### src/sopad_defs.svh
// Constants of the single-operand address decoder: field positions, codes, steps, reset values.
// Assumes it is included by bare name from each design file that needs it.
`ifndef SOPAD_DEFS_SVH
`define SOPAD_DEFS_SVH

// Instruction word fields.
`define SOPAD_OPC_MSB      15
`define SOPAD_OPC_LSB      6
`define SOPAD_MODE_MSB     5
`define SOPAD_MODE_LSB     4
`define SOPAD_DEFER_BIT    3
`define SOPAD_REG_MSB      2
`define SOPAD_REG_LSB      0

// Current-mode field of the processor status word.
`define SOPAD_PSW_CM_MSB   15
`define SOPAD_PSW_CM_LSB   14
`define SOPAD_CM_KERNEL    2'h0
`define SOPAD_CM_SUPER     2'h1
`define SOPAD_CM_USER      2'h3

// Direct mode codes; the odd code above each is its deferred form.
`define SOPAD_MODE_REG     3'h0
`define SOPAD_MODE_AINC    3'h2
`define SOPAD_MODE_ADEC    3'h4
`define SOPAD_MODE_INDEX   3'h6

// Register numbers with a fixed role.
`define SOPAD_REG_SP       3'h6
`define SOPAD_REG_PC       3'h7

// Pointer steps.
`define SOPAD_STEP_BYTE    16'h0001
`define SOPAD_STEP_WORD    16'h0002

// Reset value of every register.
`define SOPAD_REG_RST      16'h0000

`endif

### src/sopad_pkg.sv
// Types shared by the single-operand address decoder files.
// Assumes nothing beyond a SystemVerilog compiler.
package sopad_pkg;

    typedef logic [15:0] sopad_word_t;
    typedef logic [2:0]  sopad_reg_t;

    typedef enum logic [1:0] {
        SOPAD_ST_IDLE,
        SOPAD_ST_INDEX,
        SOPAD_ST_DEFER
    } sopad_state_e;

endpackage : sopad_pkg

### src/sopad_decode.sv
// Single-operand instruction decoder: splits the word, resolves the register against the
// active set and forms the operand address. Assumes fetch and memory logic on core_clk
// that answers each read with one mem_rd_valid pulse.
`timescale 1ns/100ps
`include "sopad_defs.svh"

module sopad_decode #(
    parameter int W = 16
) (
    input  wire logic          core_clk,
    input  wire logic          rst_n,
    input  wire logic          instr_valid,
    input  wire logic [15:0]   instr_word,
    input  wire logic          byte_op,
    input  wire logic [15:0]   processor_status_word,
    input  wire logic          bank_sel,
    output logic               busy,
    output logic               decode_done,
    output logic      [9:0]    opcode,
    output logic               operand_is_reg,
    output logic      [2:0]    operand_reg,
    output logic      [W-1:0]  operand_value,
    output logic      [W-1:0]  operand_addr,
    output logic               mem_rd_req,
    output logic      [W-1:0]  mem_rd_addr,
    input  wire logic          mem_rd_valid,
    input  wire logic [W-1:0]  mem_rd_data,
    input  wire logic          ext_wr_en,
    input  wire logic [2:0]    ext_wr_idx,
    input  wire logic [W-1:0]  ext_wr_data,
    output logic               ext_wr_ready,
    output logic      [W-1:0]  hardware_stack_pointer,
    output logic      [W-1:0]  program_counter_register
);

    sopad_pkg::sopad_state_e state;
    sopad_pkg::sopad_state_e next_state;
    logic [2:0]   mode;
    logic [2:0]   next_mode;
    logic [2:0]   sel_reg;
    logic [2:0]   next_sel_reg;
    logic         next_decode_done;
    logic [9:0]   next_opcode;
    logic         next_operand_is_reg;
    logic [W-1:0] next_operand_value;
    logic [W-1:0] next_operand_addr;
    logic         next_mem_rd_req;
    logic [W-1:0] next_mem_rd_addr;

    logic [2:0]   new_mode;
    logic [2:0]   new_reg;
    logic [2:0]   rd_idx;
    logic [W-1:0] rd_data;
    logic [W-1:0] step;
    logic         dec_wr_en;
    logic [2:0]   dec_wr_idx;
    logic [W-1:0] dec_wr_data;
    logic         wr_en;
    logic [2:0]   wr_idx;
    logic [W-1:0] wr_data;

    // Field split of the incoming word.
    assign new_mode = {instr_word[`SOPAD_MODE_MSB:`SOPAD_MODE_LSB],
                       instr_word[`SOPAD_DEFER_BIT]};
    assign new_reg  = instr_word[`SOPAD_REG_MSB:`SOPAD_REG_LSB];

    // In idle the register is read straight from the word, later from the latched field.
    assign rd_idx = (state == sopad_pkg::SOPAD_ST_IDLE) ? new_reg : sel_reg;
    assign busy   = (state != sopad_pkg::SOPAD_ST_IDLE);

    // Deferred forms step by a whole word because the register then holds an address
    // of an address; stack and counter never go odd.
    always_comb begin
        if (new_mode[0] || new_reg == `SOPAD_REG_SP || new_reg == `SOPAD_REG_PC || !byte_op) begin
            step = `SOPAD_STEP_WORD;
        end else begin
            step = `SOPAD_STEP_BYTE;
        end
    end

    // Decoder pointer updates win the write port; outside logic waits on ext_wr_ready.
    assign wr_en        = dec_wr_en | ext_wr_en;
    assign wr_idx       = dec_wr_en ? dec_wr_idx : ext_wr_idx;
    assign wr_data      = dec_wr_en ? dec_wr_data : ext_wr_data;
    assign ext_wr_ready = ~dec_wr_en;

    sopad_regfile #(
        .W (W)
    ) u_regs (
        .core_clk                (core_clk),
        .rst_n                   (rst_n),
        .bank_sel                (bank_sel),
        .cur_mode                (processor_status_word[`SOPAD_PSW_CM_MSB:`SOPAD_PSW_CM_LSB]),
        .rd_idx                  (rd_idx),
        .rd_data                 (rd_data),
        .wr_en                   (wr_en),
        .wr_idx                  (wr_idx),
        .wr_data                 (wr_data),
        .hardware_stack_pointer  (hardware_stack_pointer),
        .program_counter_register(program_counter_register)
    );

    // Address formation sequence.
    always_comb begin
        next_state          = state;
        next_mode           = mode;
        next_sel_reg        = sel_reg;
        next_decode_done    = 1'b0;
        next_opcode         = opcode;
        next_operand_is_reg = operand_is_reg;
        next_operand_value  = operand_value;
        next_operand_addr   = operand_addr;
        next_mem_rd_req     = mem_rd_req;
        next_mem_rd_addr    = mem_rd_addr;
        dec_wr_en           = 1'b0;
        dec_wr_idx          = rd_idx;
        dec_wr_data         = rd_data;
        unique case (state)
            sopad_pkg::SOPAD_ST_IDLE: begin
                if (instr_valid) begin
                    next_opcode         = instr_word[`SOPAD_OPC_MSB:`SOPAD_OPC_LSB];
                    next_mode           = new_mode;
                    next_sel_reg        = new_reg;
                    next_operand_is_reg = 1'b0;
                    unique case (new_mode)
                        `SOPAD_MODE_REG: begin
                            next_operand_is_reg = 1'b1;
                            next_operand_value  = rd_data;
                            next_decode_done    = 1'b1;
                        end
                        3'h1: begin
                            next_operand_addr = rd_data;
                            next_decode_done  = 1'b1;
                        end
                        `SOPAD_MODE_AINC, 3'h3: begin
                            dec_wr_en   = 1'b1;
                            dec_wr_data = rd_data + step;
                            if (new_mode[0]) begin
                                next_mem_rd_req  = 1'b1;
                                next_mem_rd_addr = rd_data;
                                next_state       = sopad_pkg::SOPAD_ST_DEFER;
                            end else begin
                                next_operand_addr = rd_data;
                                next_decode_done  = 1'b1;
                            end
                        end
                        `SOPAD_MODE_ADEC, 3'h5: begin
                            dec_wr_en   = 1'b1;
                            dec_wr_data = rd_data - step;
                            if (new_mode[0]) begin
                                next_mem_rd_req  = 1'b1;
                                next_mem_rd_addr = rd_data - step;
                                next_state       = sopad_pkg::SOPAD_ST_DEFER;
                            end else begin
                                next_operand_addr = rd_data - step;
                                next_decode_done  = 1'b1;
                            end
                        end
                        `SOPAD_MODE_INDEX, 3'h7: begin
                            // The index word sits right after the instruction, at the counter.
                            next_mem_rd_req  = 1'b1;
                            next_mem_rd_addr = program_counter_register;
                            next_state       = sopad_pkg::SOPAD_ST_INDEX;
                        end
                    endcase
                end
            end
            sopad_pkg::SOPAD_ST_INDEX: begin
                if (mem_rd_valid) begin
                    // Counter moves past the index word; a counter-based index sees the moved value.
                    dec_wr_en   = 1'b1;
                    dec_wr_idx  = `SOPAD_REG_PC;
                    dec_wr_data = program_counter_register + `SOPAD_STEP_WORD;
                    if (mode[0]) begin
                        next_mem_rd_addr = rd_data + mem_rd_data;
                        next_state       = sopad_pkg::SOPAD_ST_DEFER;
                    end else begin
                        next_mem_rd_req   = 1'b0;
                        next_operand_addr = rd_data + mem_rd_data;
                        next_decode_done  = 1'b1;
                        next_state        = sopad_pkg::SOPAD_ST_IDLE;
                    end
                    if (sel_reg == `SOPAD_REG_PC) begin
                        next_mem_rd_addr  = rd_data + `SOPAD_STEP_WORD + mem_rd_data;
                        next_operand_addr = mode[0] ? operand_addr
                                                    : rd_data + `SOPAD_STEP_WORD + mem_rd_data;
                    end
                end
            end
            sopad_pkg::SOPAD_ST_DEFER: begin
                if (mem_rd_valid) begin
                    next_mem_rd_req   = 1'b0;
                    next_operand_addr = mem_rd_data;
                    next_decode_done  = 1'b1;
                    next_state        = sopad_pkg::SOPAD_ST_IDLE;
                end
            end
            // The fourth state code is never entered; recover to idle if it is ever seen.
            default: begin
                next_mem_rd_req = 1'b0;
                next_state      = sopad_pkg::SOPAD_ST_IDLE;
            end
        endcase
    end

    // Registers of the sequence.
    always_ff @(posedge core_clk or negedge rst_n) begin
        if (!rst_n) begin
            state          <= sopad_pkg::SOPAD_ST_IDLE;
            mode           <= 3'h0;
            sel_reg        <= 3'h0;
            decode_done    <= 1'b0;
            opcode         <= 10'h000;
            operand_is_reg <= 1'b0;
            operand_value  <= `SOPAD_REG_RST;
            operand_addr   <= `SOPAD_REG_RST;
            mem_rd_req     <= 1'b0;
            mem_rd_addr    <= `SOPAD_REG_RST;
        end else begin
            state          <= next_state;
            mode           <= next_mode;
            sel_reg        <= next_sel_reg;
            decode_done    <= next_decode_done;
            opcode         <= next_opcode;
            operand_is_reg <= next_operand_is_reg;
            operand_value  <= next_operand_value;
            operand_addr   <= next_operand_addr;
            mem_rd_req     <= next_mem_rd_req;
            mem_rd_addr    <= next_mem_rd_addr;
        end
    end

    assign operand_reg = sel_reg;

endmodule : sopad_decode

### src/sopad_regfile.sv
// Register file of the decoder: two banks of six general registers, three stack pointers
// and one shared program counter. Assumes a single write port arbitrated by its user.
`timescale 1ns/100ps
`include "sopad_defs.svh"

module sopad_regfile #(
    parameter int W = 16
) (
    input  wire logic          core_clk,
    input  wire logic          rst_n,
    input  wire logic          bank_sel,
    input  wire logic [1:0]    cur_mode,
    input  wire logic [2:0]    rd_idx,
    output logic      [W-1:0]  rd_data,
    input  wire logic          wr_en,
    input  wire logic [2:0]    wr_idx,
    input  wire logic [W-1:0]  wr_data,
    output logic      [W-1:0]  hardware_stack_pointer,
    output logic      [W-1:0]  program_counter_register
);

    logic [W-1:0] general_register_bank [2][6];
    logic [W-1:0] next_general_register_bank [2][6];
    logic [W-1:0] stack_pointer_register [3];
    logic [W-1:0] next_stack_pointer_register [3];
    logic [W-1:0] next_program_counter_register;
    logic [1:0]   sp_sel;

    // The unused mode code 2 falls back on the kernel copy so a bad status word never
    // leaves the stack unselected.
    always_comb begin
        unique case (cur_mode)
            `SOPAD_CM_SUPER: sp_sel = 2'h1;
            `SOPAD_CM_USER:  sp_sel = 2'h2;
            default:         sp_sel = 2'h0;
        endcase
    end

    // Reads resolve against the active bank and mode copy only.
    always_comb begin
        hardware_stack_pointer = stack_pointer_register[sp_sel];
        if (rd_idx == `SOPAD_REG_PC) begin
            rd_data = program_counter_register;
        end else if (rd_idx == `SOPAD_REG_SP) begin
            rd_data = stack_pointer_register[sp_sel];
        end else begin
            rd_data = general_register_bank[bank_sel][rd_idx];
        end
    end

    // Next-state of the whole file; only the addressed copy changes.
    always_comb begin
        next_general_register_bank    = general_register_bank;
        next_stack_pointer_register   = stack_pointer_register;
        next_program_counter_register = program_counter_register;
        if (wr_en) begin
            if (wr_idx == `SOPAD_REG_PC) begin
                next_program_counter_register = wr_data;
            end else if (wr_idx == `SOPAD_REG_SP) begin
                next_stack_pointer_register[sp_sel] = wr_data;
            end else begin
                next_general_register_bank[bank_sel][wr_idx] = wr_data;
            end
        end
    end

    // Storage.
    always_ff @(posedge core_clk or negedge rst_n) begin
        if (!rst_n) begin
            for (int b = 0; b < 2; b++) begin
                for (int r = 0; r < 6; r++) begin
                    general_register_bank[b][r] <= `SOPAD_REG_RST;
                end
            end
            for (int s = 0; s < 3; s++) begin
                stack_pointer_register[s] <= `SOPAD_REG_RST;
            end
            program_counter_register <= `SOPAD_REG_RST;
        end else begin
            general_register_bank    <= next_general_register_bank;
            stack_pointer_register   <= next_stack_pointer_register;
            program_counter_register <= next_program_counter_register;
        end
    end

endmodule : sopad_regfile

### config.mk
export PLATFORM = sky130hd
export DESIGN_NAME = sopad_decode
export DESIGN_NICKNAME = d
export VERILOG_FILES = /design/src/sopad_pkg.sv /design/src/sopad_decode.sv /design/src/sopad_regfile.sv
export VERILOG_INCLUDE_DIRS = /design/src /design/src/src
export SDC_FILE = /design/constraint.sdc
export NUM_CORES = 1
export LEC_CHECK = 0
export BUFFER_PORTS_ARGS = -buffer_cell sky130_fd_sc_hd__buf_2
export CORE_MARGIN = 10
export CORE_UTILIZATION = 45
export DETAILED_ROUTE_END_ITERATION = 16
export PLACE_DENSITY = 0.67
export REMOVE_ABC_BUFFERS = 1
export SETUP_SLACK_MARGIN = 0.02
export SLEW_MARGIN = 20
export SYNTH_ARGS = -nofsm -noshare
export SYNTH_HDL_FRONTEND = slang
export SYNTH_SLANG_ARGS = --single-unit
### constraint.sdc
create_clock -name core_clk -period 12.7 [get_ports core_clk]
set_input_delay 0.635 -clock core_clk [delete_from_list [all_inputs] [get_ports core_clk]]
set_output_delay 0.635 -clock core_clk [all_outputs]
set_load 0.02 [all_outputs]
# Word-level counts from Yosys, hierarchy flattened

Index checks and enable logic that the tools add are counted.

Reduce and logical (&&, ||, !) cells: 26
Add/sub/neg operators: 6
Multiplexer cells: 73
Eq/ne operators: 31
Magnitude comparators: 7
Bitwise operators: 8

Operators with widths:

| kind                  | number |
|---|---|
| $mux 16               | 25 |
| $mux 96               | 4 |
| $bwmux 192            | 1 |
| $pmux 16 s3           | 3 |
| $demux 96 s1          | 1 |
| $pmux 16 s2           | 3 |
| $add 16x16->16        | 3 |
| $bmux 16 s3           | 1 |
| $bwmux 48             | 1 |
| $demux 16 s3          | 1 |
| $eq 3x3->1 const B    | 11 |
| $add 16x2->16 const B | 2 |
| $bmux 16 s2           | 1 |
| $demux 16 s2          | 1 |
| $ne 3x3->1 const B    | 6 |
| $sub 16x16->16        | 1 |
| $mux 1                | 13 |
| $mux 2                | 6 |
| $mux 3                | 4 |
| $reduce_and 3->1      | 3 |
| $ge 4x4->1 const B    | 2 |
| $ne 2x2->1 const B    | 4 |
| $ne 4x1->1 const B    | 2 |
| $not 3->4             | 2 |
| other kinds (32)      | 50 |

Bits in registers: 323
Input port bits: 74

# Longest topological paths before layout

Depth after elaboration: 15
Depth in mapped cells: 28
Depth with buffers taken out: 23

# By module

From an unflattened synthesis, not the netlist that was laid out.

Cell total of the unflattened synthesis: 1,683
Area total of the unflattened synthesis: 19,092.1 um2

Modules (own cells, without submodules):

| module        | cells each | times used | area an instance (um2) | seq. area each (um2) |
|---|---|---|---|---|
| sopad_regfile | 823        | 1          | 11,999.0               | 6,406.1 |
| sopad_decode  | 860        | 1          | 7,093.1                | 1,676.6 |

# Worst setup path before layout

Ideal clock, no wire load.

Path type: input to register
Start: in bank_sel
End: reg mem_rd_addr[15]
Data required time: 12.617 ns
Arrival time: 6.393 ns
Setup slack: 6.225 ns
Library setup time: 0.083 ns
Stages on the path: 25
Path buffers: 5
Cell sequence: buf_2 -> buf_2 -> buf_2 -> buf_4 -> buf_2 -> mux4_2 -> mux2i_1 -> o21ai_0 -> a211oi_1 -> ha_1 -> inv_1 -> ha_1 -> inv_1 -> fa_1 -> o21ba_2 -> nor4b_1 -> nor4b_1 -> o41ai_1 -> a2111oi_0 -> o31ai_1 -> xnor2_1 -> o21ai_0 -> xnor2_1 -> mux2_2 -> o21ai_0

Word-level cells in the longest chain between the ends: 14

RTL lines:

| item                                                         | RTL line                                 | text |
|---|---|---|
| from (decl)                                                  | sopad_decode.sv:16                       | `input wire logic bank_sel,` |
| $not 1->2 (not written as such) (*)                          | sopad_regfile.sv:47                      | `rd_data = general_register_bank[bank_sel][rd_idx];` |
| $mux 96 (not written as such) (*) (3 in a row)               | sopad_regfile.sv:47                      |  |
| $bmux 16 s3 (*)                                              | sopad_regfile.sv:47                      |  |
| $mux 16 (not written as such) (*) (2 in a row)               | sopad_regfile.sv:47                      |  |
| $mux 16 (*)                                                  | sopad_regfile.sv:44                      | `` end else if (rd_idx == `SOPAD_REG_SP) begin `` |
| $mux 16 (*)                                                  | sopad_regfile.sv:42                      | `` if (rd_idx == `SOPAD_REG_PC) begin `` |
| $add 16x2->16 (no source line), or another cell as far along | --                                       |  |
| $add 16x16->16, or another cell as far along                 | sopad_decode.sv:184                      | `` next_mem_rd_addr = rd_data + `SOPAD_STEP_WORD + mem_rd_data; `` |
| $mux 16 / $pmux 16 s3 (equally long branches)                | sopad_decode.sv:183, sopad_decode.sv:125 |  |
| $mux 16 (on tied branches)                                   | sopad_decode.sv:169, sopad_decode.sv:120 |  |
| $pmux 16 s2 (*)                                              | sopad_decode.sv:118                      | `unique case (state)` |
| to (signal assigned)                                         | sopad_decode.sv:218                      | `` mem_rd_addr <= `SOPAD_REG_RST; `` |
| to (signal assigned)                                         | sopad_decode.sv:229                      | `mem_rd_addr <= next_mem_rd_addr;` |
| to (decl)                                                    | sopad_decode.sv:25                       | `output logic [W-1:0] mem_rd_addr,` |

Mark *: on every way between the ends. The rest lies on a longest branch, timed or not. The select of a mux whose other input is x is not followed.
A chain may end at the register's enable or synchronous reset.

# Final worst setup path

Start: reg state[0]
End: reg mem_rd_addr[15]

Word-level cells in the longest chain between the ends: 13

RTL lines:

| item                                                         | RTL line                                 | text |
|---|---|---|
| from (decl)                                                  | sopad_decode.sv:36                       | `sopad_pkg::sopad_state_e state;` |
| from (signal assigned)                                       | sopad_decode.sv:209                      | `state <= sopad_pkg::SOPAD_ST_IDLE;` |
| from (signal assigned)                                       | sopad_decode.sv:220                      | `state <= next_state;` |
| $logic_not 2->1                                              | sopad_decode.sv:68, sopad_decode.sv:118  |  |
| $mux 3                                                       | sopad_decode.sv:68                       | `assign rd_idx = (state == sopad_pkg::SOPAD_ST_IDLE) ? new_reg : sel_reg;` |
| $not 3->4 (not written as such)                              | sopad_regfile.sv:47                      |  |
| $bmux 16 s3                                                  | sopad_regfile.sv:47                      |  |
| $mux 16 (not written as such) (2 in a row)                   | sopad_regfile.sv:47                      |  |
| $mux 16                                                      | sopad_regfile.sv:44                      |  |
| $mux 16                                                      | sopad_regfile.sv:42                      |  |
| $add 16x2->16 (no source line), or another cell as far along | --                                       |  |
| $add 16x16->16, or another cell as far along                 | sopad_decode.sv:184                      |  |
| $mux 16 / $pmux 16 s3 (equally long branches)                | sopad_decode.sv:183, sopad_decode.sv:125 |  |
| $mux 16 (on tied branches)                                   | sopad_decode.sv:169, sopad_decode.sv:120 |  |
| $pmux 16 s2                                                  | sopad_decode.sv:118                      |  |

Several ways; a longest one is shown, not always the timed one. The select of a mux whose other input is x is not followed.

==> impl_metrics.tcl <==
set metrics [dict create \
    status "completed" \
    pre_cts_ws_ps 5470 \
    tritoncts "yes" \
    grt_antenna_before_repair 0 \
    clockBufferDepth 3 \
    maxCapViolations 0 \
    max_freq_mhz 136 \
    critPathKind "reg -> reg" \
    regMostFlops "u_regs.general_register_bank" \
    finClkSkew_ps 10.6 \
    largest_reg_flops 192 \
    finalCritPeriodShare_pct 58.0 \
    slowest_stage "buf_4" \
    grt_setup_unrepaired "false" \
    power.leakage_nw 9.56 \
    cts_max_level 2 \
    fin_crit_ps 7360 \
    critical_path.max_stage_delay_ps 700 \
    clock_sinks 323 \
    vias 15500 \
    vias_per_cell 5.84 \
    ant_nets 0 \
    die_area_sq_um 49900 \
    reg_top3 "u_regs.general_register_bank x192, u_regs.stack_pointer_register x48" \
    crit_arrival_ps 7810 \
    synth-edff-count 0 \
    ys_warn_count 0 \
    grt_remaining_overflow 0 \
    grt_pass1_vias 15500 \
    tns_ps 0 \
    post_cts_buffers 0 \
    chipWidth_um 223 \
    worst_pin_slew_ps 1120 \
    relSlewSlack_pct 25.1 \
    drive_gt1_share_pct 20.2 \
    cts_resized 0 \
    postSynthCellCount 1987 \
    hp-class "in -> async" \
    start_util_pct 45.6 \
    clk_pin_slew_ps 60 \
    die_h_um 223 \
    drt_iter0_drc 1444 \
    grt_pass1_wl_um 89900 \
    yosysSeqAreaShare_pct 43.4 \
    end_kind "flop" \
    coreArea_sq_um 40800 \
    setup_viol_count_final 0 \
    syn_avg_cell_area_sq_um 9.37 \
    dp_hpwl_um 41300 \
    crit_fanout 57 \
    routed_wl_um 56900 \
    dr.pass1.iters 5 \
    hold_violations 0 \
    nets 2226 \
    ys_ff_latch 323 \
    routedWlPerCell_um 21.5 \
    grt_util_all_layers_pct 22.4 \
    ys_async_sr_fraction_pct 100 \
    ir_worst_vdd_mv 0.108 \
    grt_max_degree 116 \
    num_io_pins 172 \
    synth.cell_area_sq_um 18600 \
    syn_to_final_growth_pct 13.3 \
    cts_buffers 36 \
    postCtsHoldBufs 0 \
    synth-main-ff-cell "dfrtp_1" \
    gp_congestion 0.934 \
    slew_viol_final 0 \
    power_density_nw_per_um2 316 \
    io_buffers 157 \
    drc 0 \
    cp-start-kind "flop" \
    cp.required_ps 13150 \
    row_count 74 \
    clk_latency_ps 540 \
    fin_ws_ps 5340 \
    clockRootBuffer "clkbuf_16" \
    ys_types 86 \
]
==> metal layers <==
layer,vias up,global-route usage (%),share of wire [%]
li1,7199,-,-
met1,7619,27.9,42
met2,532,38.6,49
met3,116,3.46,5.6
met4,0,8.09,3.4
met5,-,0,0
==> cells in the final DEF (no fill, tap or decap), drive strengths merged, types with 13 or more instances in the layout <==
master	count
xnor2	48
inv	66
buf	206
a221oi	14
a31oi	13
ha	45
a21oi	86
mux4	38
o211ai	15
o21ai	278
nor3	18
nand2	375
xor2	15
a211oi	19
a22oi	15
nand3	29
mux2i	40
fa	16
clkbuf	53
mux2	98
dfrtp	323
nor2	125
==> worst max-delay path: cells and delay by family (launching register included) <==
| kind | cells | cell delay (ps) |
|---|---|---|
| buffers and inverters | 6 | 1510 |
| adders and majority gates | 4 | 1020 |
| DFF | 1 | 400 |
| xor gates and xnor gates | 2 | 350 |
| muxes | 4 | 1230 |
| and+or+nand+nor | 2 | 650 |
| AOI/OAI and AO/OA | 8 | 2090 |
==> per-stage QoR <==
step / utilization (%) / instances / hold WS (ps) / cell area, sq um / total power [mW]
global placement: 48.7 / 2585 / 453 / 19900 / 5.45
finish: 51.7 / 2650 / 187 / 21100 / 6.66
global route: 51.7 / 2648 / 261 / 21100 / 7.15
detailed placement: 48.7 / 2585 / 461 / 19900 / 5.57
CTS: 51.6 / 2648 / 216 / 21100 / 6.64
floorplan: - / 1847 / 339 / 18000 / 4.39
==> cell families (layout without fill, tap and decap cells) <==
kind of cell	count (synthesis)	after routing	share of synthesized area [%]
flops	323	323	43.4
mux	176	176	12.7
buf+inv	205	334	4.47
xor+xnor	63	63	2.96
other cells	0	2	0
simple gates	629	629	14.5
compound gates	530	530	17.2
fa+ha+maj	61	61	4.74
==> synth_stat cells, types with 16 or more instances <==
master,number,share of area (%)
xnor2_1,48,2.3
clkbuf_1,103,2.1
o21ai_1,29,0.78
inv_1,62,1.2
mux2_2,97,5.9
nor3_1,16,0.43
nand2_1,375,7.6
mux4_2,38,4.6
nand3_1,29,0.78
a21oi_1,85,2.3
fa_1,16,1.7
o21ai_0,247,6.6
nor2_1,125,2.5
buf_2,23,0.62
ha_1,45,3.0
dfrtp_1,323,43
mux2i_1,40,2.2
a211oi_1,19,0.77
==> layout make-up <==
class | instances | area [sq um]
Multi-Input combinational cell | 1459 | 9750
Inverter | 65 | 244
Tap cell | 532 | 666
Sequential cell | 323 | 8080
Timing Repair Buffer | 206 | 1170
Fill cell | 3697 | 19700
Clock inverter | 10 | 125
Clock buffer | 53 | 1050
Antenna cell | 2 | 5.00
==> worst paths after layout <==
check                                             startpoint                                       endpoint  slack, ps  depth (start not counted)
worst max-delay path                    state[0]$_DFFE_PN0P_                    mem_rd_addr[15]$_DFFE_PN0P_       5340                         26
worst min-delay path                                   rst_n                     mem_rd_addr[3]$_DFFE_PN0P_        190                          1
worst max register to register          state[0]$_DFFE_PN0P_                    mem_rd_addr[15]$_DFFE_PN0P_       5340                         26
worst min register to register  operand_value[8]$_DFFE_PN0P_                   operand_value[8]$_DFFE_PN0P_        470                          2
max in group asynchronous                              rst_n  u_regs.stack_pointer_register[16]$_DFFE_PN0P_      11070                          2
min in group core_clk                         instr_word[14]                          opcode[8]$_DFFE_PN0P_        330                          2
==> report_power, final <==
part | leakage, nW | switching [mW] | total [mW] | internal [mW]
sequential | 4.04 | 0.309 | 1.83 | 1.52
clock | 0.578 | 0.427 | 1.05 | 0.618
combinational | 4.94 | 2.32 | 3.79 | 1.47
total | 9.56 | 3.05 | 6.66 | 3.61
No activity file was read; power rests on OpenSTA's default activity.
